File: src/core/ecs_params.svh
/*
 * Offsets, field positions, response codes and reset values for the
 * statistics counter bank. Assumes byte addresses on a 32-bit
 * AXI4-Lite management bus.
 */
`ifndef ECS_PARAMS_SVH
`define ECS_PARAMS_SVH

// Counter window: four 64-bit counters, two words each
`define ECS_BASE_ADDR        12'h200
`define ECS_RX_BYTES_LOW     12'h200
`define ECS_RX_BYTES_HIGH    12'h204
`define ECS_TX_BYTES_LOW     12'h208
`define ECS_TX_BYTES_HIGH    12'h20C
`define ECS_RX_SHORT_LOW     12'h210
`define ECS_RX_SHORT_HIGH    12'h214
`define ECS_RX_RUNT_LOW      12'h218
`define ECS_RX_RUNT_HIGH     12'h21C

// Address fields inside the window
`define ECS_WORD_SEL_BIT     2
`define ECS_IDX_LSB          3
`define ECS_IDX_MSB          4
`define ECS_WIN_LSB          5

// Counter indices
`define ECS_IDX_RX_BYTES     2'h0
`define ECS_IDX_TX_BYTES     2'h1
`define ECS_IDX_RX_SHORT     2'h2
`define ECS_IDX_RX_RUNT      2'h3
`define ECS_NUM_COUNTERS     4

// Response codes
`define ECS_RESP_OKAY        2'h0
`define ECS_RESP_SLVERR      2'h2
`define ECS_RESP_DECERR      2'h3

// Frame limits and reset values
`define ECS_MIN_FRAME_BYTES  16'h0040
`define ECS_COUNT_RESET      64'h0000_0000_0000_0000
`define ECS_WORD_RESET       32'h0000_0000

`endif

File: src/core/ecs_pkg.sv
/*
 * Types shared by the statistics counter bank.
 * Assumes ecs_params.svh for all numeric constants.
 */
package ecs_pkg;

    // Bus-side sequencing
    typedef enum logic [2:0] {
        ECS_IDLE,
        ECS_ACC_RD,
        ECS_RD_RESP,
        ECS_ACC_WR,
        ECS_WR_RESP
    } ecs_state_t;

    typedef logic [63:0] ecs_count_t;
    typedef logic [1:0]  ecs_idx_t;

endpackage : ecs_pkg

File: src/core/ecs_stats_counters.sv
/*
 * Statistics counter bank: four 64-bit wraparound counters of received
 * and transmitted bytes, undersize and fragment frames, read as two
 * 32-bit words over an AXI4-Lite slave.
 * Assumes frame-end events arrive synchronous to ref_clk, one pulse per
 * frame, and an AXI4-Lite master on the same clock.
 */
// Operation
// - Counters wrap to zero at maximum; software cannot reset them.
// - Reading never clears a counter; only wrap or reconfiguration zero it.
// - All counters are readable over the AXI4-Lite management slave.
// - Writes to counters get SLVERR and leave counters unchanged.
// - Upper word read succeeds only right after lower word of same counter.
// - Received-byte counter at 0x200/0x204, destination address through FCS.
// - Transmitted-byte counter at 0x208/0x20C, destination address through FCS.
// - Well-formed received frames under 64 bytes counted at 0x210/0x214.
// - Received packets under 64 bytes with bad FCS counted at 0x218/0x21C.
`timescale 1ns/1ns
`include "ecs_params.svh"

module ecs_stats_counters
    import ecs_pkg::*;
#(
    parameter int ADDR_W = 12,
    parameter int LEN_W  = 16
) (
    input  wire logic              ref_clk,
    input  wire logic              rst,
    // Frame-end events from the MAC paths
    input  wire logic              rx_frame_end,
    input  wire logic [LEN_W-1:0]  rx_frame_bytes,
    input  wire logic              rx_fcs_good,
    input  wire logic              rx_well_formed,
    input  wire logic              tx_frame_end,
    input  wire logic [LEN_W-1:0]  tx_frame_bytes,
    // AXI4-Lite management slave
    input  wire logic [ADDR_W-1:0] s_axi_awaddr,
    input  wire logic              s_axi_awvalid,
    output logic                   s_axi_awready,
    input  wire logic [31:0]       s_axi_wdata,
    input  wire logic [3:0]        s_axi_wstrb,
    input  wire logic              s_axi_wvalid,
    output logic                   s_axi_wready,
    output logic [1:0]             s_axi_bresp,
    output logic                   s_axi_bvalid,
    input  wire logic              s_axi_bready,
    input  wire logic [ADDR_W-1:0] s_axi_araddr,
    input  wire logic              s_axi_arvalid,
    output logic                   s_axi_arready,
    output logic [31:0]            s_axi_rdata,
    output logic [1:0]             s_axi_rresp,
    output logic                   s_axi_rvalid,
    input  wire logic              s_axi_rready
);

    // Refuse sizes the decode or the short-frame compare cannot serve
    initial begin
        if (ADDR_W < 10 || ADDR_W > 32) begin
            $error("ADDR_W must lie between 10 and 32");
        end
        if (LEN_W < 7 || LEN_W > 16) begin
            $error("LEN_W must lie between 7 and 16");
        end
    end

    localparam logic [LEN_W-1:0] MIN_FRAME = LEN_W'(`ECS_MIN_FRAME_BYTES);
    localparam logic [11:0]      BASE      = `ECS_BASE_ADDR;

    // True when an address falls on a word of the counter window
    function automatic logic ecs_in_window(input logic [ADDR_W-1:0] a);
        logic [ADDR_W-1:0] base_ext;
        base_ext = ADDR_W'(BASE);
        ecs_in_window = (a[ADDR_W-1:`ECS_WIN_LSB] == base_ext[ADDR_W-1:`ECS_WIN_LSB])
                        && (a[1:0] == 2'h0);
    endfunction : ecs_in_window

    ecs_state_t        state_r;
    logic              arready_r;
    logic              awready_r;
    logic              wready_r;
    logic              rvalid_r;
    logic [31:0]       rdata_r;
    logic [1:0]        rresp_r;
    logic              bvalid_r;
    logic [1:0]        bresp_r;
    logic [ADDR_W-1:0] addr_r;
    logic              prev_low_r;
    ecs_idx_t          prev_idx_r;
    logic [31:0]       held_high_r;
    ecs_count_t        cnt_r [`ECS_NUM_COUNTERS];
    ecs_count_t        inc   [`ECS_NUM_COUNTERS];

    logic              rx_short;
    ecs_idx_t          rd_idx;
    logic              rd_high;
    logic              rd_mapped;

    assign rd_idx    = addr_r[`ECS_IDX_MSB:`ECS_IDX_LSB];
    assign rd_high   = addr_r[`ECS_WORD_SEL_BIT];
    assign rd_mapped = ecs_in_window(addr_r);
    assign rx_short  = rx_frame_bytes < MIN_FRAME;

    // Per-frame increments, applied on the frame-end pulse only
    always_comb begin
        inc[`ECS_IDX_RX_BYTES] = rx_frame_end ? 64'(rx_frame_bytes) : 64'h0;
        inc[`ECS_IDX_TX_BYTES] = tx_frame_end ? 64'(tx_frame_bytes) : 64'h0;
        inc[`ECS_IDX_RX_SHORT] = (rx_frame_end && rx_short && rx_fcs_good && rx_well_formed)
                                 ? 64'h1 : 64'h0;
        inc[`ECS_IDX_RX_RUNT]  = (rx_frame_end && rx_short && !rx_fcs_good)
                                 ? 64'h1 : 64'h0;
    end

    // Counters: plain modulo-2^64 add; reset only on reconfiguration,
    // nothing on the bus side touches them
    generate
        for (genvar i = 0; i < `ECS_NUM_COUNTERS; i++) begin : g_cnt
            always_ff @(posedge ref_clk or posedge rst) begin
                if (rst) begin
                    cnt_r[i] <= `ECS_COUNT_RESET;
                end else begin
                    cnt_r[i] <= cnt_r[i] + inc[i];
                end
            end
        end
    endgenerate

    // Bus sequencing; reads win when both arrive together, one
    // transaction in flight so "previous transaction" is well defined
    always_ff @(posedge ref_clk or posedge rst) begin
        if (rst) begin
            state_r <= ECS_IDLE;
        end else begin
            case (state_r)
                ECS_IDLE: begin
                    if (s_axi_arvalid) begin
                        state_r <= ECS_ACC_RD;
                    end else if (s_axi_awvalid && s_axi_wvalid) begin
                        state_r <= ECS_ACC_WR;
                    end
                end
                ECS_ACC_RD: begin
                    state_r <= ECS_RD_RESP;
                end
                ECS_RD_RESP: begin
                    if (s_axi_rready) begin
                        state_r <= ECS_IDLE;
                    end
                end
                ECS_ACC_WR: begin
                    state_r <= ECS_WR_RESP;
                end
                ECS_WR_RESP: begin
                    if (s_axi_bready) begin
                        state_r <= ECS_IDLE;
                    end
                end
                default: begin
                    state_r <= ECS_IDLE;
                end
            endcase
        end
    end

    // Address latch for the read in progress
    always_ff @(posedge ref_clk or posedge rst) begin
        if (rst) begin
            addr_r <= '0;
        end else if (state_r == ECS_IDLE && s_axi_arvalid) begin
            addr_r <= s_axi_araddr;
        end
    end

    // Ready strobes: one cycle each, in the accept state
    always_ff @(posedge ref_clk or posedge rst) begin
        if (rst) begin
            arready_r <= 1'b0;
            awready_r <= 1'b0;
            wready_r  <= 1'b0;
        end else begin
            arready_r <= (state_r == ECS_IDLE) && s_axi_arvalid;
            awready_r <= (state_r == ECS_IDLE) && !s_axi_arvalid
                         && s_axi_awvalid && s_axi_wvalid;
            wready_r  <= (state_r == ECS_IDLE) && !s_axi_arvalid
                         && s_axi_awvalid && s_axi_wvalid;
        end
    end

    // Read answer: low word from the counters at accept, high word as held at the paired low read
    always_ff @(posedge ref_clk or posedge rst) begin
        if (rst) begin
            rvalid_r <= 1'b0;
            rdata_r  <= `ECS_WORD_RESET;
            rresp_r  <= `ECS_RESP_OKAY;
        end else if (state_r == ECS_ACC_RD) begin
            rvalid_r <= 1'b1;
            if (!rd_mapped) begin
                rdata_r <= `ECS_WORD_RESET;
                rresp_r <= `ECS_RESP_DECERR;
            end else if (!rd_high) begin
                rdata_r <= cnt_r[rd_idx][31:0];
                rresp_r <= `ECS_RESP_OKAY;
            end else if (prev_low_r && prev_idx_r == rd_idx) begin
                rdata_r <= held_high_r;
                rresp_r <= `ECS_RESP_OKAY;
            end else begin
                rdata_r <= `ECS_WORD_RESET;
                rresp_r <= `ECS_RESP_SLVERR;
            end
        end else if (rvalid_r && s_axi_rready) begin
            rvalid_r <= 1'b0;
        end
    end

    // Lower-word read arms the upper read; any other transaction disarms
    always_ff @(posedge ref_clk or posedge rst) begin
        if (rst) begin
            prev_low_r  <= 1'b0;
            prev_idx_r  <= `ECS_IDX_RX_BYTES;
            held_high_r <= `ECS_WORD_RESET;
        end else if (state_r == ECS_ACC_RD) begin
            prev_low_r <= rd_mapped && !rd_high;
            prev_idx_r <= rd_idx;
            if (rd_mapped && !rd_high) begin
                held_high_r <= cnt_r[rd_idx][63:32];
            end
        end else if (state_r == ECS_ACC_WR) begin
            prev_low_r <= 1'b0;
        end
    end

    // Write answer: nothing here is writable, every write is refused
    always_ff @(posedge ref_clk or posedge rst) begin
        if (rst) begin
            bvalid_r <= 1'b0;
            bresp_r  <= `ECS_RESP_OKAY;
        end else if (state_r == ECS_ACC_WR) begin
            bvalid_r <= 1'b1;
            bresp_r  <= `ECS_RESP_SLVERR;
        end else if (bvalid_r && s_axi_bready) begin
            bvalid_r <= 1'b0;
        end
    end

    assign s_axi_arready = arready_r;
    assign s_axi_awready = awready_r;
    assign s_axi_wready  = wready_r;
    assign s_axi_rvalid  = rvalid_r;
    assign s_axi_rdata   = rdata_r;
    assign s_axi_rresp   = rresp_r;
    assign s_axi_bvalid  = bvalid_r;
    assign s_axi_bresp   = bresp_r;

endmodule : ecs_stats_counters

File: config.mk
export PLATFORM = sky130hd
export DESIGN_NAME = ecs_stats_counters
export DESIGN_NICKNAME = d
export VERILOG_FILES = /design/src/core/ecs_pkg.sv /design/src/core/ecs_stats_counters.sv
export VERILOG_INCLUDE_DIRS = /design/src /design/src/core
export SDC_FILE = /design/constraint.sdc
export NUM_CORES = 1
export LEC_CHECK = 0
export BUFFER_PORTS_ARGS = -buffer_cell sky130_fd_sc_hd__buf_4
export CELL_PAD_IN_SITES_DETAIL_PLACEMENT = 0
export CELL_PAD_IN_SITES_GLOBAL_PLACEMENT = 1
export CORE_MARGIN = 2
export CORE_UTILIZATION = 44
export DETAILED_ROUTE_END_ITERATION = 12
export GPL_TIMING_DRIVEN = 0
export PLACE_DENSITY_LB_ADDON = 0.1
export SLEW_MARGIN = 20
export SYNTH_ARGS = -nofsm -noshare
export SYNTH_HDL_FRONTEND = slang
export SYNTH_SLANG_ARGS = --single-unit
File: constraint.sdc
create_clock -name ref_clk -period 19.6 [get_ports ref_clk]
set_input_delay 0.98 -clock ref_clk [delete_from_list [all_inputs] [get_ports ref_clk]]
set_output_delay 0.98 -clock ref_clk [all_outputs]
set_load 0.005 [all_outputs]
==> results of run 1 <==
area by class of cell:
type / instances / area (µm²)
fillers: 3713 / 19800
multi-input cells: 1178 / 9120
flip-flops and latches: 345 / 8630
clock buffers: 59 / 1190
repair buffers: 97 / 788
well taps: 532 / 666
plain buffers: 64 / 267
clock inverters: 12 / 169
inverters: 30 / 120
worst min-delay path: stages, from the launching register on:
cell     delay [ps]
dfrtp_1         340
nand2_1          50
nand2_1          50
final timing paths:
check                                start               to  slack (ps)  depth (start not counted)
min in group asynchronous              rst   s_axi_rdata[5]         530                          2
max                           tx_frame_end       cnt_r[180]       15570                         12
min reg2reg                held_high_r[31]  s_axi_rdata[31]         470                          2
min                        held_high_r[31]  s_axi_rdata[31]         470                          2
max reg2reg                     cnt_r[151]       cnt_r[180]       16000                          8
max in group asynchronous              rst       cnt_r[115]       17290                          5
state kept, by name, summed over array words and instances (netlist names):
name / cells
cnt_r: 256
held_high_r: 32
s_axi_rdata: 32
addr_r: 12
state_r: 3
prev_idx_r: 2
s_axi_rresp: 2
prev_low_r: 1
s_axi_arready: 1
s_axi_bresp: 1
s_axi_bvalid: 1
s_axi_rvalid: 1
s_axi_wready: 1
metrics by stage:
stage	hold WS [ps]	power, µW	utilization	instances
2_1_floorplan	435	1280	-	1617
3_3_place_gp	454	1480	0.478	2243
3_5_place_dp	461	1490	0.481	2246
4_1_cts	474	2280	0.514	2317
5_1_grt	498	2370	0.514	2317
6_report	467	2260	0.514	2317
kinds of logic after synthesis:
family	after synthesis	share of synthesized area
XOR/XNOR	246	0.119
buffers and inverters	94	0.0209
multiplexers	110	0.108
AO/OA/AOI/OAI	188	0.0720
adder cells (fa/ha/maj)	38	0.0271
flip-flops	345	0.477
other	1	0.000207
AND/OR/NAND/NOR	595	0.175
power groups by stage:
| stage | Combinational [µW] | Sequential, µW | Clock [µW] |
|---|---|---|---|
| global route | 671 | 875 | 829 |
| global placement | 600 | 876 | 0 |
| finish | 609 | 867 | 788 |
| detailed placement | 610 | 877 | 0 |
| CTS | 614 | 865 | 801 |
| floorplan | 444 | 834 | 0 |
cells in the final DEF, fill, tap and decap left out, drive strengths merged, types with 18 or more instances in the layout:
cell,count
xnor2,196
clkbuf,105
a21oi,43
o211ai,18
nor3,30
o21ai,30
nand4,64
nand3,89
inv,30
a22oi,32
nand2,160
o2111ai,24
and4,25
mux4,64
buf,115
nor2,73
and3,54
xor2,50
and2,53
dfrtp,345
mux2,45
ha,36
layer usage:
layer,routed length [µm],up-vias,GRT usage
met5,12,-,0
met4,1570,2,0.0866
met1,25800,6737,0.395
li1,-,6174,-
met3,3770,95,0.0546
met2,23400,390,0.378
==> qor.txt, run 1 <==
status: finished, final reports clean
final setup TNS: 0 ps
Syn Nets: 1,758
# H-tree levels: 2
DRC: 0
Ys Warns: 0
CP max-delay cell: a211oi_2
post-detail-place hpwl: 41,000 µm
number of max-cap violations: 0
Die Span X: 207 µm
Worst Skew: 16.8 ps
fraction of layout cells with a size suffix above 1: 0.175
grt total ovfl: 0
slew margin rel.: 0.200
cts hold-fix bufs: 0
vias in the first global route: 13,056
Clk pwr share: 0.348
Starting Density: 0.444
# Post-CTS Setup Buffers: 0
CTS tree: yes
Pins Over Slew Limit: 0
I/O pin count: 144
Net Sw Power: 752 µW
First-pass DRT Iterations: 5
Cells after Synth: 1,617
clk sink count: 345
buffers added on ports: 94
unrepaired setup endpoints after global routing: no
total number of vias: 13,398
vias per cell: 5.78
CP Class: in -> reg
peak supply drop: 0.0578 mV
total CTS buffers: 40
fmax: 248 MHz
Comb pwr share: 0.269
most used cell, CP: clkbuf_1
CP Capture Type: flop
Reg clk slew, reported paths: 60 ps
Flop pwr share: 0.383
gpl congestion: 0.884
Final Hold Viols: 0
Slew @ Worst Pin: 1200 ps
clock buffer depth: 3
WL final: 54,600 µm
die height: 207 µm
Pint: 1510 µW
hold crit path type: reg -> reg
FFs w/ async S/R, synth: 1.00
Syn Area/Cell: 11.2 µm²
Final WS setup: 15,570 ps
antenna fix cells: 0
Total Routing Usage GR: 0.263
largest net degree at the start of global routing: 102
final non-filler cell area: 0.0210 mm²
Largest delay share family, worst path: compound AO/OA/AOI/OAI gates
crit-path max FO: 10
initial antenna violation count: 4
critical path arrival: 4460 ps
first-pass GRT wire length: 82,500 µm
FF+latch count, synth: 345
power per cell area: 108 mW/mm²
DP Worst Slack: 14,970 ps
Final Cycle Share: 0.205
crit path launch type: input port
min Tclk post-route: 4030 ps
Synth top area share: 0.477
CTS root buf: clkbuf_16
core area: 0.0407 mm²
worst-skew pair later-pin latency: 560 ps
synthesis-to-finish area growth: 15.8%
Setup violations, final: 0
row cnt: 74
First DRT Iteration DRCs: 1,205
commonest cells in the netlist: dfrtp_1 (345), xnor2_1 (196), nand2_1 (160)
post-synth cell types: 74
Switching Share: 0.332
WL/cell: 23.6 µm
worst path bufs/invs: 4
synth top area cells: dfrtp_1 (48%), xnor2_1 (9.5%), mux4_2 (7.8%)
synthesized cell area: 0.0181 mm²
most numerous cell in the Yosys netlist: dfrtp_1
Final ANT Viol Nets: 0
Seq/Total Area, Yosys: 0.477
crit-path max cell delay: 990 ps
fin nets: 1,897
post_cts resized: 0
Req. time, crit path: 20,040 ps
cell chain of the critical path: buf_4 -> clkbuf_1 -> and2_1 -> ha_1 -> clkbuf_1 -> nand2_1 -> o41ai_1 -> a21oi_1 -> a211oi_2 -> buf_2 -> nand3_1 -> xnor2_1
top cell type by total area after synthesis: dfrtp_1
ys flop type: dfrtp_1
DP Area: 0.0196 mm²
EDFF count, synth: 0
Die Area: 0.0428 mm²
leak pwr: 0.00941 µW
(Power assumes the default switching activity.)
==> run 2, diff against run 1 <==
Clock period 19.6 ns to 3.4 ns, I/O delays scaled along.
==> run 2 against run 1 <==
Die area unchanged. Critical path depth is 4 lower. Cell count grew 1.4%. Largest power group unchanged. Highest routed layer unchanged.
==> qor.txt, run 2 (same netlist as run 1, synthesis figures left out) <==
status: finished, final reports clean
hold_ws: 54.3 ps (-413 ps)
vias in the first global route: 13,218 (+1.2%)
CTS tree: yes
largest net degree at the start of global routing: 34 (-67%)
Worst Skew: 15.1 ps (-1.76 ps)
I/O pin count: 144 (unchanged)
buffers added on ports: 94 (unchanged)
CP Capture Type: flop
final setup TNS: 0 ps (unchanged)
CTS root buf: clkbuf_16
vias per cell: 5.77 (-0.23%)
hold crit path type: in -> reg
CP Class: reg -> reg
fmax: 311 MHz
slew margin rel.: 0.344 (+0.144)
critical path arrival: 3640 ps (-820 ps)
Die Area: 0.0428 mm² (unchanged)
min Tclk post-route: 3210 ps
Slew @ Worst Pin: 971 ps (-228 ps)
grt total ovfl: 0 (unchanged)
leak pwr: 0.00961 µW (+2.1%)
die height: 207 µm (unchanged)
row cnt: 74 (unchanged)
Final WS setup: 190 ps (-15,380 ps)
fillcell total: 3,662 (-1.4%)
peak supply drop: 0.359 mV (+520%)
initial antenna violation count: 3 (-1)
post-detail-place hpwl: 41,800 µm (+1.9%)
Total Routing Usage GR: 0.263 (about the same)
Pins Over Slew Limit: 0 (unchanged)
Req. time, crit path: 3830 ps (-16,210 ps)
unrepaired setup endpoints after global routing: no
most frequent cells in the layout: dfrtp_1 (345), xnor2_1 (196), nand2_1 (160), buf_4 (100), nand3_1 (89)
Reg clk slew, reported paths: 60 ps (about the same)
Most flops, register: cnt_r
DP Worst Slack: -389 ps (-15,360 ps)
First DRT Iteration DRCs: 1,377 (+14%)
DRC: 0 (unchanged)
Final Hold Viols: 0 (unchanged)
commonest non-fill, non-tap cell in the layout: dfrtp_1
crit path launch type: flop
synthesis-to-finish area growth: 18.2%
worst-skew pair later-pin latency: 550 ps (about the same)
crit-path max FO: 10 (unchanged)
Starting Density: 0.444 (unchanged)
R2R Setup Slk: 190 ps (-15,810 ps)
total number of vias: 13,552 (+1.1%)
clk sink count: 345 (unchanged)
gpl congestion: 0.904 (+2.3%)
total CTS buffers: 41 (+2.5%)
Die Span X: 207 µm (unchanged)
core area: 0.0407 mm² (unchanged)
fin nets: 1,932 (+1.8%)
clock buffer depth: 3 (unchanged)
fraction of layout cells with a size suffix above 1: 0.181 (+0.00583)
max FFs per register: 256 (unchanged)
Setup violations, final: 0 (unchanged)
number of max-cap violations: 0 (unchanged)
WL final: 54,700 µm (+0.19%)
Final Cycle Share: 0.944
Tot Pwr: 13,100 µW (+480%)
First-pass DRT Iterations: 7 (+2)
Final ANT Viol Nets: 0 (unchanged)
first-pass GRT wire length: 82,900 µm (+0.47%)
WL/cell: 23.3 µm (-1.2%)
# H-tree levels: 2 (unchanged)
power per cell area: 613 mW/mm² (+470%)
-- run 2: area by class of cell --
cell class              instances  area [µm²]  share of cell area
inverters                      30         116             0.00544
diodes                          1        2.50            0.000117
well taps                     532         666              0.0311
multi-input cells            1178        9150               0.427
repair buffers                131        1200              0.0561
flip-flops and latches        345        8630               0.403
clock inverters                 8         140             0.00655
clock buffers                  60        1230              0.0574
plain buffers                  64         268              0.0125
-- run 2: per-stage QoR --
step,area [µm²],util,std cells
2_1_floorplan,18100,-,1617
3_3_place_gp,19500,0.478,2243
3_5_place_dp,19800,0.485,2255
4_1_cts,21400,0.524,2344
5_1_grt,21400,0.525,2348
6_report,21400,0.525,2349
-- run 2: path summary, 6_finish.rpt --
check,start,to,depth (start not counted)
min,tx_frame_bytes[1],cnt_r[129],3
min reg2reg,cnt_r[127],cnt_r[127],1
max,cnt_r[143],cnt_r[181],8
max reg2reg,cnt_r[143],cnt_r[181],8
max in group asynchronous,rst,held_high_r[20],6
min in group asynchronous,rst,s_axi_rdata[5],3
-- run 2: power breakdown --
part | total (µW) | leakage, µW | switching [µW] | internal, µW
clock | 4530 | 0.000678 | 1750 | 2780
combinational | 3570 | 0.00429 | 2070 | 1500
sequential | 5010 | 0.00464 | 495 | 4520
-- run 2: layer usage --
layer	global-route usage	up-vias	routed length [µm]
met5	0	-	25
met1	0.396	6824	25900
met4	0.0773	4	1370
met3	0.0571	81	4030
li1	-	6233	-
met2	0.380	410	23400
-- run 2: critical path, stage by stage (launching register included) --
cell and delay [ps]:
dfrtp_1 430, ha_1 290, clkbuf_1 300, nand2_1 80, o21ai_0 510, a22o_1 350
clkbuf_1 680, o2111ai_1 270, xnor2_1 170
-- run 2: timing repair --
item | 4_1_cts | 5_1_grt
hold buffers | 21 | 0
resized for setup | 2 | 4
buffers inserted | 0 | 4
setup endpoints to repair | 20 | 16
endpoints found under the hold margin | 40 | 0
pin swaps | 0 | 1
